[config.mk]
export PLATFORM = sky130hd
export DESIGN_NAME = ifc_flag_ctrl
export DESIGN_NICKNAME = d
export VERILOG_FILES = /design/src/shared/ifc_pkg.sv /design/src/shared/ifc_edge_if.sv /design/src/logic/ifc_edge_detect.sv /design/src/logic/ifc_flag_ctrl.sv
export SDC_FILE = /design/constraint.sdc
export NUM_CORES = 1
export LEC_CHECK = 0
export BUFFER_PORTS_ARGS = -buffer_cell sky130_fd_sc_hd__buf_2
export CAP_MARGIN = 20
export CORE_MARGIN = 10
export CORE_UTILIZATION = 52
export DETAILED_ROUTE_END_ITERATION = 16
export PLACE_DENSITY = 0.86
export SLEW_MARGIN = 30
export SYNTH_ARGS = -nofsm -noshare
export SYNTH_HDL_FRONTEND = slang
export SYNTH_SLANG_ARGS = --single-unit
[constraint.sdc]
create_clock -name clk_sys -period 4.74 [get_ports clk_sys]
set_input_delay 0.237 -clock clk_sys [delete_from_list [all_inputs] [get_ports clk_sys]]
set_output_delay 0.237 -clock clk_sys [all_outputs]
set_load 0.01 [all_outputs]
[src/shared/ifc_pkg.sv]
package ifc_pkg;
	// ---------------------------------------------
	// bus and register map
	// ---------------------------------------------
	localparam int ADDR_W = 4;
	localparam int DATA_W = 32;
	localparam int REG_W = 16;
	localparam logic [3:0] OFS_CTRL = 4'h0;
	localparam logic [3:0] OFS_FLAG0 = 4'h4;
	localparam logic [3:0] OFS_FLAG1 = 4'h8;
	localparam logic [3:0] OFS_FLAG4 = 4'hC;
	localparam logic [3:0] OFS_ENA0 = 4'h1;
	localparam logic [3:0] OFS_ENA1 = 4'h2;
	localparam logic [3:0] OFS_ENA4 = 4'h3;
	localparam logic [31:0] UNMAPPED_VALUE = 32'h00000000;
	// ---------------------------------------------
	// control register fields
	// ---------------------------------------------
	localparam int CTRL_ALT_BIT = 15;
	localparam int CTRL_TIMED_IRQ_DISABLE_ACTIVE_BIT = 14;
	localparam int CTRL_EP0_BIT = 0;
	localparam logic [15:0] CTRL_WMASK = 16'h8007;
	localparam logic [15:0] CTRL_RESET = 16'h0000;
	// ---------------------------------------------
	// implemented flag positions
	// ---------------------------------------------
	localparam logic [15:0] FLAG0_MASK = 16'hBF8F;
	localparam logic [15:0] FLAG1_MASK = 16'h201F;
	localparam logic [15:0] FLAG4_MASK = 16'h2102;
	localparam logic [15:0] FLAG_RESET = 16'h0000;
	localparam int EXT0_POS = 0;
	localparam int EXT1_POS = 4;
	localparam int EXT2_POS = 13;
	localparam int POS_NONVOL = 15;
	localparam int POS_CONV = 13;
	localparam int POS_SER_TX = 12;
	localparam int POS_SER_RX = 11;
	localparam int POS_SPI_EV = 10;
	localparam int POS_SPI_FLT = 9;
	localparam int POS_TMR3 = 8;
	localparam int POS_TMR2 = 7;
	localparam int POS_TMR1 = 3;
	localparam int POS_CMP_OUT = 2;
	localparam int POS_CAP_IN = 1;
	localparam int POS_PIN_CHG = 3;
	localparam int POS_COMPARATOR = 2;
	localparam int POS_I2C_MST = 1;
	localparam int POS_I2C_SLV = 0;
	localparam int POS_CHARGE = 13;
	localparam int POS_VDET = 8;
	localparam int POS_SER_ERR = 1;
	localparam int NUM_EXT = 3;
	localparam int NUM_FREG = 3;
endpackage : ifc_pkg

[src/shared/ifc_edge_if.sv]
`timescale 1ns/10ps
interface ifc_edge_if;
	logic [2:0] pin;
	logic [2:0] polarity;
	logic [2:0] event_pulse;
	modport detector (input pin, input polarity, output event_pulse);
	modport user (output pin, output polarity, input event_pulse);
endinterface : ifc_edge_if

[src/logic/ifc_edge_detect.sv]
`timescale 1ns/10ps
module ifc_edge_detect
	import ifc_pkg::*;
(
	// clock and reset
	input wire logic clk_sys,
	input wire logic rst,
	// pins and polarity
	ifc_edge_if.detector edge_bus
);
	logic [NUM_EXT-1:0] pin_prev_ff;
	logic [NUM_EXT-1:0] nxt_pin_prev;

	assign nxt_pin_prev = edge_bus.pin;

	always_ff @(posedge clk_sys) begin
		if (rst) begin
			// start from the pin level: no false edge out of reset
			pin_prev_ff <= nxt_pin_prev;
		end else begin
			pin_prev_ff <= nxt_pin_prev;
		end
	end

	genvar gi;
	generate
		for (gi = 0; gi < NUM_EXT; gi++) begin : g_edge
			// falling when polarity set, rising otherwise
			assign edge_bus.event_pulse[gi] = edge_bus.polarity[gi] ?
				(pin_prev_ff[gi] & ~edge_bus.pin[gi]) :
				(~pin_prev_ff[gi] & edge_bus.pin[gi]);
		end
	endgenerate
endmodule : ifc_edge_detect

[src/logic/ifc_flag_ctrl.sv]
`timescale 1ns/10ps
module ifc_flag_ctrl
	import ifc_pkg::*;
(
	// clock and reset
	input wire logic clk_sys,
	input wire logic rst,
	// avalon-mm slave
	input wire logic [ifc_pkg::ADDR_W-1:0] avs_address,
	input wire logic avs_read,
	input wire logic avs_write,
	input wire logic [ifc_pkg::DATA_W-1:0] avs_writedata,
	input wire logic [3:0] avs_byteenable,
	output logic [ifc_pkg::DATA_W-1:0] avs_readdata,
	output logic avs_waitrequest,
	// peripheral request pulses, register 0 layout
	input wire logic nonvolatile_write_req,
	input wire logic converter_done_req,
	input wire logic serial_tx_req,
	input wire logic serial_rx_req,
	input wire logic spi_event_req,
	input wire logic spi_fault_req,
	input wire logic timer_three_req,
	input wire logic timer_two_req,
	input wire logic timer_one_req,
	input wire logic compare_out_req,
	input wire logic capture_in_req,
	// register 1 layout
	input wire logic pin_change_req,
	input wire logic comparator_req,
	input wire logic i2c_master_event_req,
	input wire logic i2c_slave_event_req,
	// register 4 layout
	input wire logic charge_time_req,
	input wire logic voltage_detect_req,
	input wire logic serial_error_req,
	// external pins
	input wire logic [2:0] ext_pin,
	// timed disable status from the cpu
	input wire logic timed_disable_in,
	// toward the cpu
	output logic alt_vector_select,
	output logic [ifc_pkg::REG_W-1:0] irq_pending0,
	output logic [ifc_pkg::REG_W-1:0] irq_pending1,
	output logic [ifc_pkg::REG_W-1:0] irq_pending4,
	output logic irq_any
);
	import ifc_pkg::*;

	// ---------------------------------------------
	// state
	// ---------------------------------------------
	logic [REG_W-1:0] ctrl_ff;
	logic [REG_W-1:0] nxt_ctrl;
	logic timed_irq_disable_active_ff;
	logic [REG_W-1:0] flag_ff [NUM_FREG];
	logic [REG_W-1:0] nxt_flag [NUM_FREG];
	logic [REG_W-1:0] ena_ff [NUM_FREG];
	logic [REG_W-1:0] nxt_ena [NUM_FREG];
	logic [DATA_W-1:0] rdata_ff;
	logic [DATA_W-1:0] nxt_rdata;
	logic ack_ff;

	// ---------------------------------------------
	// edge detectors
	// ---------------------------------------------
	ifc_edge_if edge_bus ();
	assign edge_bus.pin = ext_pin;
	// named polarity fields
	wire ext_pin0_edge_polarity = ctrl_ff[CTRL_EP0_BIT];
	wire ext_pin1_edge_polarity = ctrl_ff[CTRL_EP0_BIT + 1];
	wire ext_pin2_edge_polarity = ctrl_ff[CTRL_EP0_BIT + 2];
	assign edge_bus.polarity = {ext_pin2_edge_polarity, ext_pin1_edge_polarity,
		ext_pin0_edge_polarity};

	ifc_edge_detect u_edge (
		.clk_sys(clk_sys),
		.rst(rst),
		.edge_bus(edge_bus)
	);

	// ---------------------------------------------
	// hardware set vectors
	// ---------------------------------------------
	logic [REG_W-1:0] hw_set [NUM_FREG];
	assign hw_set[0] = {nonvolatile_write_req, 1'b0, converter_done_req, serial_tx_req,
		serial_rx_req, spi_event_req, spi_fault_req, timer_three_req,
		timer_two_req, 3'b000, timer_one_req, compare_out_req, capture_in_req,
		edge_bus.event_pulse[0]};
	assign hw_set[1] = {2'b00, edge_bus.event_pulse[2], 8'h00, edge_bus.event_pulse[1],
		pin_change_req, comparator_req, i2c_master_event_req,
		i2c_slave_event_req};
	assign hw_set[2] = {2'b00, charge_time_req, 4'h0, voltage_detect_req, 6'h00,
		serial_error_req, 1'b0};

	logic [REG_W-1:0] flag_mask [NUM_FREG];
	assign flag_mask[0] = FLAG0_MASK;
	assign flag_mask[1] = FLAG1_MASK;
	assign flag_mask[2] = FLAG4_MASK;

	// ---------------------------------------------
	// bus decode
	// ---------------------------------------------
	wire req = (avs_read | avs_write) & ~ack_ff;
	wire wr_take = avs_write & ack_ff;
	wire lo_en = avs_byteenable[0];
	wire hi_en = avs_byteenable[1];
	wire [REG_W-1:0] byte_mask = {{8{hi_en}}, {8{lo_en}}};
	wire [REG_W-1:0] wdata16 = avs_writedata[REG_W-1:0];
	wire sel_ctrl = (avs_address == OFS_CTRL);
	wire [NUM_FREG-1:0] sel_flag = {avs_address == OFS_FLAG4,
		avs_address == OFS_FLAG1, avs_address == OFS_FLAG0};
	wire [NUM_FREG-1:0] sel_ena = {avs_address == OFS_ENA4,
		avs_address == OFS_ENA1, avs_address == OFS_ENA0};

	// one wait cycle, answer on the second edge
	assign avs_waitrequest = (avs_read | avs_write) & ~ack_ff;

	always_ff @(posedge clk_sys) begin
		if (rst) begin
			ack_ff <= 1'b0;
		end else begin
			ack_ff <= req;
		end
	end

	// ---------------------------------------------
	// control register
	// ---------------------------------------------
	wire ctrl_we = wr_take & sel_ctrl;
	wire [REG_W-1:0] ctrl_wm = CTRL_WMASK & byte_mask;
	assign nxt_ctrl = ctrl_we ? ((ctrl_ff & ~ctrl_wm) | (wdata16 & ctrl_wm)) : ctrl_ff;

	always_ff @(posedge clk_sys) begin
		if (rst) begin
			ctrl_ff <= CTRL_RESET;
			timed_irq_disable_active_ff <= 1'b0;
		end else begin
			ctrl_ff <= nxt_ctrl;
			timed_irq_disable_active_ff <= timed_disable_in;
		end
	end

	assign alt_vector_select = ctrl_ff[CTRL_ALT_BIT];

	wire [REG_W-1:0] ctrl_view;
	assign ctrl_view = (ctrl_ff & CTRL_WMASK) |
		(REG_W'(timed_irq_disable_active_ff) << CTRL_TIMED_IRQ_DISABLE_ACTIVE_BIT);

	// ---------------------------------------------
	// flags and enables
	// ---------------------------------------------
	genvar gr;
	generate
		for (gr = 0; gr < NUM_FREG; gr++) begin : g_reg
			wire fwe = wr_take & sel_flag[gr];
			wire ewe = wr_take & sel_ena[gr];
			wire [REG_W-1:0] wm = flag_mask[gr] & byte_mask;
			wire [REG_W-1:0] sw_val = fwe ? ((flag_ff[gr] & ~wm) | (wdata16 & wm)) :
				flag_ff[gr];
			// set wins over clear, flag held until written 0
			assign nxt_flag[gr] = (sw_val | hw_set[gr]) & flag_mask[gr];
			assign nxt_ena[gr] = ewe ? ((ena_ff[gr] & ~wm) | (wdata16 & wm)) : ena_ff[gr];

			always_ff @(posedge clk_sys) begin
				if (rst) begin
					flag_ff[gr] <= FLAG_RESET;
					ena_ff[gr] <= FLAG_RESET;
				end else begin
					flag_ff[gr] <= nxt_flag[gr];
					ena_ff[gr] <= nxt_ena[gr];
				end
			end
		end
	endgenerate

	// ---------------------------------------------
	// register 0 fields
	// ---------------------------------------------
	// flags
	wire nonvolatile_write_flag = flag_ff[0][POS_NONVOL];
	wire converter_done_flag = flag_ff[0][POS_CONV];
	wire serial_tx_flag = flag_ff[0][POS_SER_TX];
	wire serial_rx_flag = flag_ff[0][POS_SER_RX];
	wire spi_event_flag = flag_ff[0][POS_SPI_EV];
	wire spi_fault_flag = flag_ff[0][POS_SPI_FLT];
	wire timer_three_flag = flag_ff[0][POS_TMR3];
	wire timer_two_flag = flag_ff[0][POS_TMR2];
	wire timer_one_flag = flag_ff[0][POS_TMR1];
	wire compare_out_flag = flag_ff[0][POS_CMP_OUT];
	wire capture_in_flag = flag_ff[0][POS_CAP_IN];
	wire ext_pin0_flag = flag_ff[0][EXT0_POS];

	// enables at the same positions
	wire nonvolatile_write_ena = ena_ff[0][POS_NONVOL];
	wire converter_done_ena = ena_ff[0][POS_CONV];
	wire serial_tx_ena = ena_ff[0][POS_SER_TX];
	wire serial_rx_ena = ena_ff[0][POS_SER_RX];
	wire spi_event_ena = ena_ff[0][POS_SPI_EV];
	wire spi_fault_ena = ena_ff[0][POS_SPI_FLT];
	wire timer_three_ena = ena_ff[0][POS_TMR3];
	wire timer_two_ena = ena_ff[0][POS_TMR2];
	wire timer_one_ena = ena_ff[0][POS_TMR1];
	wire compare_out_ena = ena_ff[0][POS_CMP_OUT];
	wire capture_in_ena = ena_ff[0][POS_CAP_IN];
	wire ext_pin0_ena = ena_ff[0][EXT0_POS];

	// pending: flag gated by its enable
	wire nonvolatile_write_pend = nonvolatile_write_flag & nonvolatile_write_ena;
	wire converter_done_pend = converter_done_flag & converter_done_ena;
	wire serial_tx_pend = serial_tx_flag & serial_tx_ena;
	wire serial_rx_pend = serial_rx_flag & serial_rx_ena;
	wire spi_event_pend = spi_event_flag & spi_event_ena;
	wire spi_fault_pend = spi_fault_flag & spi_fault_ena;
	wire timer_three_pend = timer_three_flag & timer_three_ena;
	wire timer_two_pend = timer_two_flag & timer_two_ena;
	wire timer_one_pend = timer_one_flag & timer_one_ena;
	wire compare_out_pend = compare_out_flag & compare_out_ena;
	wire capture_in_pend = capture_in_flag & capture_in_ena;
	wire ext_pin0_pend = ext_pin0_flag & ext_pin0_ena;

	// read views
	wire [REG_W-1:0] flag0_view = {nonvolatile_write_flag, 1'b0, converter_done_flag,
		serial_tx_flag, serial_rx_flag, spi_event_flag, spi_fault_flag, timer_three_flag,
		timer_two_flag, 3'b000, timer_one_flag, compare_out_flag, capture_in_flag,
		ext_pin0_flag};
	wire [REG_W-1:0] ena0_view = {nonvolatile_write_ena, 1'b0, converter_done_ena,
		serial_tx_ena, serial_rx_ena, spi_event_ena, spi_fault_ena, timer_three_ena,
		timer_two_ena, 3'b000, timer_one_ena, compare_out_ena, capture_in_ena,
		ext_pin0_ena};

	assign irq_pending0 = {nonvolatile_write_pend, 1'b0, converter_done_pend,
		serial_tx_pend, serial_rx_pend, spi_event_pend, spi_fault_pend, timer_three_pend,
		timer_two_pend, 3'b000, timer_one_pend, compare_out_pend, capture_in_pend,
		ext_pin0_pend};

	// ---------------------------------------------
	// register 1 fields
	// ---------------------------------------------
	// flags
	wire ext_pin2_flag = flag_ff[1][EXT2_POS];
	wire ext_pin1_flag = flag_ff[1][EXT1_POS];
	wire pin_change_flag = flag_ff[1][POS_PIN_CHG];
	wire comparator_flag = flag_ff[1][POS_COMPARATOR];
	wire i2c_master_event_flag = flag_ff[1][POS_I2C_MST];
	wire i2c_slave_event_flag = flag_ff[1][POS_I2C_SLV];

	// enables at the same positions
	wire ext_pin2_ena = ena_ff[1][EXT2_POS];
	wire ext_pin1_ena = ena_ff[1][EXT1_POS];
	wire pin_change_ena = ena_ff[1][POS_PIN_CHG];
	wire comparator_ena = ena_ff[1][POS_COMPARATOR];
	wire i2c_master_event_ena = ena_ff[1][POS_I2C_MST];
	wire i2c_slave_event_ena = ena_ff[1][POS_I2C_SLV];

	// pending: flag gated by its enable
	wire ext_pin2_pend = ext_pin2_flag & ext_pin2_ena;
	wire ext_pin1_pend = ext_pin1_flag & ext_pin1_ena;
	wire pin_change_pend = pin_change_flag & pin_change_ena;
	wire comparator_pend = comparator_flag & comparator_ena;
	wire i2c_master_event_pend = i2c_master_event_flag & i2c_master_event_ena;
	wire i2c_slave_event_pend = i2c_slave_event_flag & i2c_slave_event_ena;

	// read views
	wire [REG_W-1:0] flag1_view = {2'b00, ext_pin2_flag, 8'h00, ext_pin1_flag,
		pin_change_flag, comparator_flag, i2c_master_event_flag,
		i2c_slave_event_flag};
	wire [REG_W-1:0] ena1_view = {2'b00, ext_pin2_ena, 8'h00, ext_pin1_ena,
		pin_change_ena, comparator_ena, i2c_master_event_ena,
		i2c_slave_event_ena};

	assign irq_pending1 = {2'b00, ext_pin2_pend, 8'h00, ext_pin1_pend,
		pin_change_pend, comparator_pend, i2c_master_event_pend,
		i2c_slave_event_pend};

	// ---------------------------------------------
	// register 4 fields
	// ---------------------------------------------
	// flags
	wire charge_time_flag = flag_ff[2][POS_CHARGE];
	wire voltage_detect_flag = flag_ff[2][POS_VDET];
	wire serial_error_flag = flag_ff[2][POS_SER_ERR];

	// enables at the same positions
	wire charge_time_ena = ena_ff[2][POS_CHARGE];
	wire voltage_detect_ena = ena_ff[2][POS_VDET];
	wire serial_error_ena = ena_ff[2][POS_SER_ERR];

	// pending: flag gated by its enable
	wire charge_time_pend = charge_time_flag & charge_time_ena;
	wire voltage_detect_pend = voltage_detect_flag & voltage_detect_ena;
	wire serial_error_pend = serial_error_flag & serial_error_ena;

	// read views
	wire [REG_W-1:0] flag4_view = {2'b00, charge_time_flag, 4'h0, voltage_detect_flag,
		6'h00, serial_error_flag, 1'b0};
	wire [REG_W-1:0] ena4_view = {2'b00, charge_time_ena, 4'h0, voltage_detect_ena,
		6'h00, serial_error_ena, 1'b0};

	assign irq_pending4 = {2'b00, charge_time_pend, 4'h0, voltage_detect_pend,
		6'h00, serial_error_pend, 1'b0};

	// ---------------------------------------------
	// requests to the cpu
	// ---------------------------------------------
	// any enabled request
	assign irq_any = |{irq_pending0, irq_pending1, irq_pending4};

	// ---------------------------------------------
	// read path
	// ---------------------------------------------
	wire [REG_W-1:0] rd_sel;
	assign rd_sel = sel_ctrl ? ctrl_view :
		sel_flag[0] ? flag0_view :
		sel_flag[1] ? flag1_view :
		sel_flag[2] ? flag4_view :
		sel_ena[0] ? ena0_view :
		sel_ena[1] ? ena1_view :
		sel_ena[2] ? ena4_view : UNMAPPED_VALUE[REG_W-1:0];
	assign nxt_rdata = (req & avs_read) ? {16'h0000, rd_sel} : rdata_ff;

	always_ff @(posedge clk_sys) begin
		if (rst) begin
			rdata_ff <= '0;
		end else begin
			rdata_ff <= nxt_rdata;
		end
	end

	assign avs_readdata = rdata_ff;
endmodule : ifc_flag_ctrl

==> impl_metrics.tcl <==
set metrics [dict create \
    grt_pass1_wl_um 14660 \
    synth_edf_count 0 \
    post_cts_buffers 0 \
    power.leakage_nw 1.778 \
    yosysMostFrequentCell "buf_4" \
    vias_per_cell 5.552 \
    cts_resized 0 \
    place_hpwl_um 7237 \
    die_height_um 102.8 \
    finClkSkew_ns 0.01185 \
    worstPathRequired_ns 4.50 \
    timing.hold.ws_ns 0.01099 \
    core_mm2 0.006719 \
    initial_core_util_pct 53.02 \
    synthTopCellsByCount "buf_4 (66), dfxtp_1 (65), nor2_1 (42)" \
    postRouteAntennaNets 0 \
    yosysSeqAreaShare_pct 36.53 \
    drc_errors 0 \
    yosys_register_bits 65 \
    pin_count 149 \
    pwr-share-seq_pct 48.0 \
    htree_levels 3 \
    drv_slew 0 \
    r2r_cells 4 \
    vias 3109 \
    clkSlewWorstSetupHoldPaths_ns 0.08 \
    hold_path_class "input port to flop" \
    grt.total_usage_pct 17.50 \
    fin_setup_tns_ns 0 \
    internal_power_w 0.0008939 \
    synth-async-reset-ratio_pct 0 \
    cts_buffer_depth 2 \
    clkPwrFrac_pct 41.4 \
    period_minus_slack_ns 2.648 \
    period_share_pct 55.86 \
    worst_hold_path.num_cells 1 \
    holdPathEnd "u_edge.pin_prev_ff[1]" \
    rsz0062_at_grt "no" \
    worst_slew_pin_slew_ns 0.9914 \
    slew_headroom_pct 33.77 \
    rr_startpoint "ack_ff" \
    clock-sinks 65 \
    portBuffers 82 \
    startpoint_type "flop" \
    cts_buffers 9 \
    maxCapViolations 0 \
    fp.dieW_um 102.8 \
    antenna_found_initial 0 \
    worstSetupPathType "flop to primary output" \
    ys.flop_type "dfxtp_1" \
    finalWeightedCongestion 0.9055 \
    yosysTopAreaCellShare_pct 36.53 \
    grt.overflow.total 0 \
    wl_per_cell_um 17.33 \
    multi_input_area_mm2 0.001802 \
    ir_worst_vdd_mv 0.1927 \
    grt_pass1_vias 3079 \
    clk_latency_ns 0.35 \
    endpoint_kind "primary output" \
    yosysTopAreaCell "dfxtp_1" \
    dr.first_iter.drc_count 230 \
    synth.cell_area_mm2 0.003562 \
    ys_warn_count 0 \
    power.switching_w 0.0003138 \
    synthToLayoutAreaGrowth_pct 9.905 \
    regArea_mm2 0.001301 \
    powerDensity_mw_per_mm2 308.5 \
    arrival_ns 2.41 \
    cts_tree "yes" \
    status "complete, no violations" \
    grt_max_degree 64 \
    hold_path.startpoint "ext_pin[1]" \
    swShare_pct 25.98 \
    final.fill_count 600 \
    finalSetupViolCount 0 \
    synth_area_leaders "dfxtp_1 (37%), buf_4 (14%), mux2i_1 (9.8%)" \
    clock-root-buffer "clkbuf_8" \
    fin_nets 541 \
    netlist_instances 420 \
    reg2reg_setup_slack_ns 2.82 \
    timing.fmax_mhz 377.7 \
    num_rows 30 \
    p_comb_share_pct 10.5 \
    firstDrtPassIters 6 \
    dieArea_mm2 0.01056 \
    final-hold-violation-count 0 \
    wl_um 9705 \
    synth_cell_types 47 \
    syn_area_per_cell_um2 8.481 \
    n_antenna_cell 0 \
    drive_gt1_share_pct 23.75 \
    path_max_fanout 4 \
]
==> power by group through the flow <==
stage,sequential [W],clock [W],combinational [W]
6_report,0.000580,0.000500,0.000127
5_1_grt,0.000582,0.000527,0.000140
4_1_cts,0.000580,0.000504,0.000123
3_5_place_dp,0.000592,0,0.000121
3_3_place_gp,0.000591,0,0.000118
2_1_floorplan,0.000589,0,0.000106
==> worst max path at each step <==
stage / depth (start not counted) / end / startpoint / slack, ns
floorplan: 4 / irq_any / flag_ff[0][9] / 2.80
global placement: 5 / irq_any / flag_ff[0][9] / 2.46
detailed placement: 5 / irq_any / flag_ff[0][9] / 2.49
CTS: 5 / irq_any / flag_ff[0][9] / 2.08
global route: 5 / irq_any / flag_ff[0][9] / 2.03
finish: 5 / irq_any / flag_ff[0][9] / 2.09
==> metal layers <==
metal	GRT usage [%]	routed length, um
met5	0	0
met4	6.310	190
met3	6.099	1097
met2	28.61	4583
met1	20.80	3833
==> cell families (layout without fill, tap and decap cells) <==
logic type | after synthesis | after routing | synth area share, %
buffers and inverters | 101 | 117 | 17.70
multiplexers | 39 | 39 | 11.42
AND/OR/NAND/NOR | 146 | 146 | 21.22
AO/OA/AOI/OAI | 68 | 68 | 13.03
flip-flops | 65 | 65 | 36.53
other | 1 | 45 | 0.1053
==> cell usage in the layout, fill, tap and decap left out, types with 2 or more instances in the layout <==
cell type | synthesis | final
and2_1 | 19 | 19
a211oi_1 | 5 | 5
nor3_1 | 12 | 12
nand4_1 | 2 | 2
a22o_1 | 8 | 8
a222oi_1 | 3 | 3
clkinvlp_4 | 0 | 2
nor2b_1 | 7 | 7
nand3_1 | 9 | 9
dlygate4sd3_1 | 0 | 2
and3_1 | 3 | 3
nor3_2 | 2 | 2
a22oi_1 | 7 | 7
buf_2 | 3 | 81
o21ai_0 | 6 | 6
nand2_1 | 28 | 28
dfxtp_1 | 65 | 65
nand3b_1 | 3 | 3
or4_1 | 3 | 3
a21oi_1 | 17 | 17
mux2_2 | 3 | 3
inv_1 | 17 | 17
or4b_1 | 3 | 3
nor2_1 | 42 | 42
nand2b_1 | 3 | 3
conb_1 | 1 | 45
a31oi_1 | 10 | 10
o22ai_1 | 4 | 4
clkbuf_8 | 0 | 12
or3b_2 | 3 | 3
mux2i_1 | 35 | 35
==> stage by stage <==
stage	setup WS, ns	power [W]	cells	util, %	area (um^2)
after global routing	2.029	0.001249	560	58.27	3915
after global placement	2.456	0.0007087	542	54.64	3671
after CTS	2.085	0.001207	560	58.18	3909
after detailed placement	2.486	0.0007134	542	54.67	3674
final	2.092	0.001208	560	58.27	3915
after floorplan	2.804	0.0006952	464	-	3727
==> final cells by class <==
class / count / share of cell area [%]
well taps: 80 / 2.557
flip-flops and latches: 65 / 33.24
inverters: 17 / 1.630
clock buffers: 12 / 4.219
repair buffers: 84 / 11.06
multi-input cells: 298 / 46.02
clock inverters: 4 / 1.278
==> critical path, cell delays in order (launching register included) <==
cell	delay [ns]
dfxtp_1	0.33
a222oi_1	0.35
or4b_1	0.52
nor3_1	0.26
or4b_1	0.44
buf_2	0.15
==> timing repair <==
item	4_1_cts	5_1_grt
hold buffers	2	0
hold endpoints to repair	2	0
setup endpoints to repair	0	0
No activity file was read; power rests on OpenSTA's default activity.
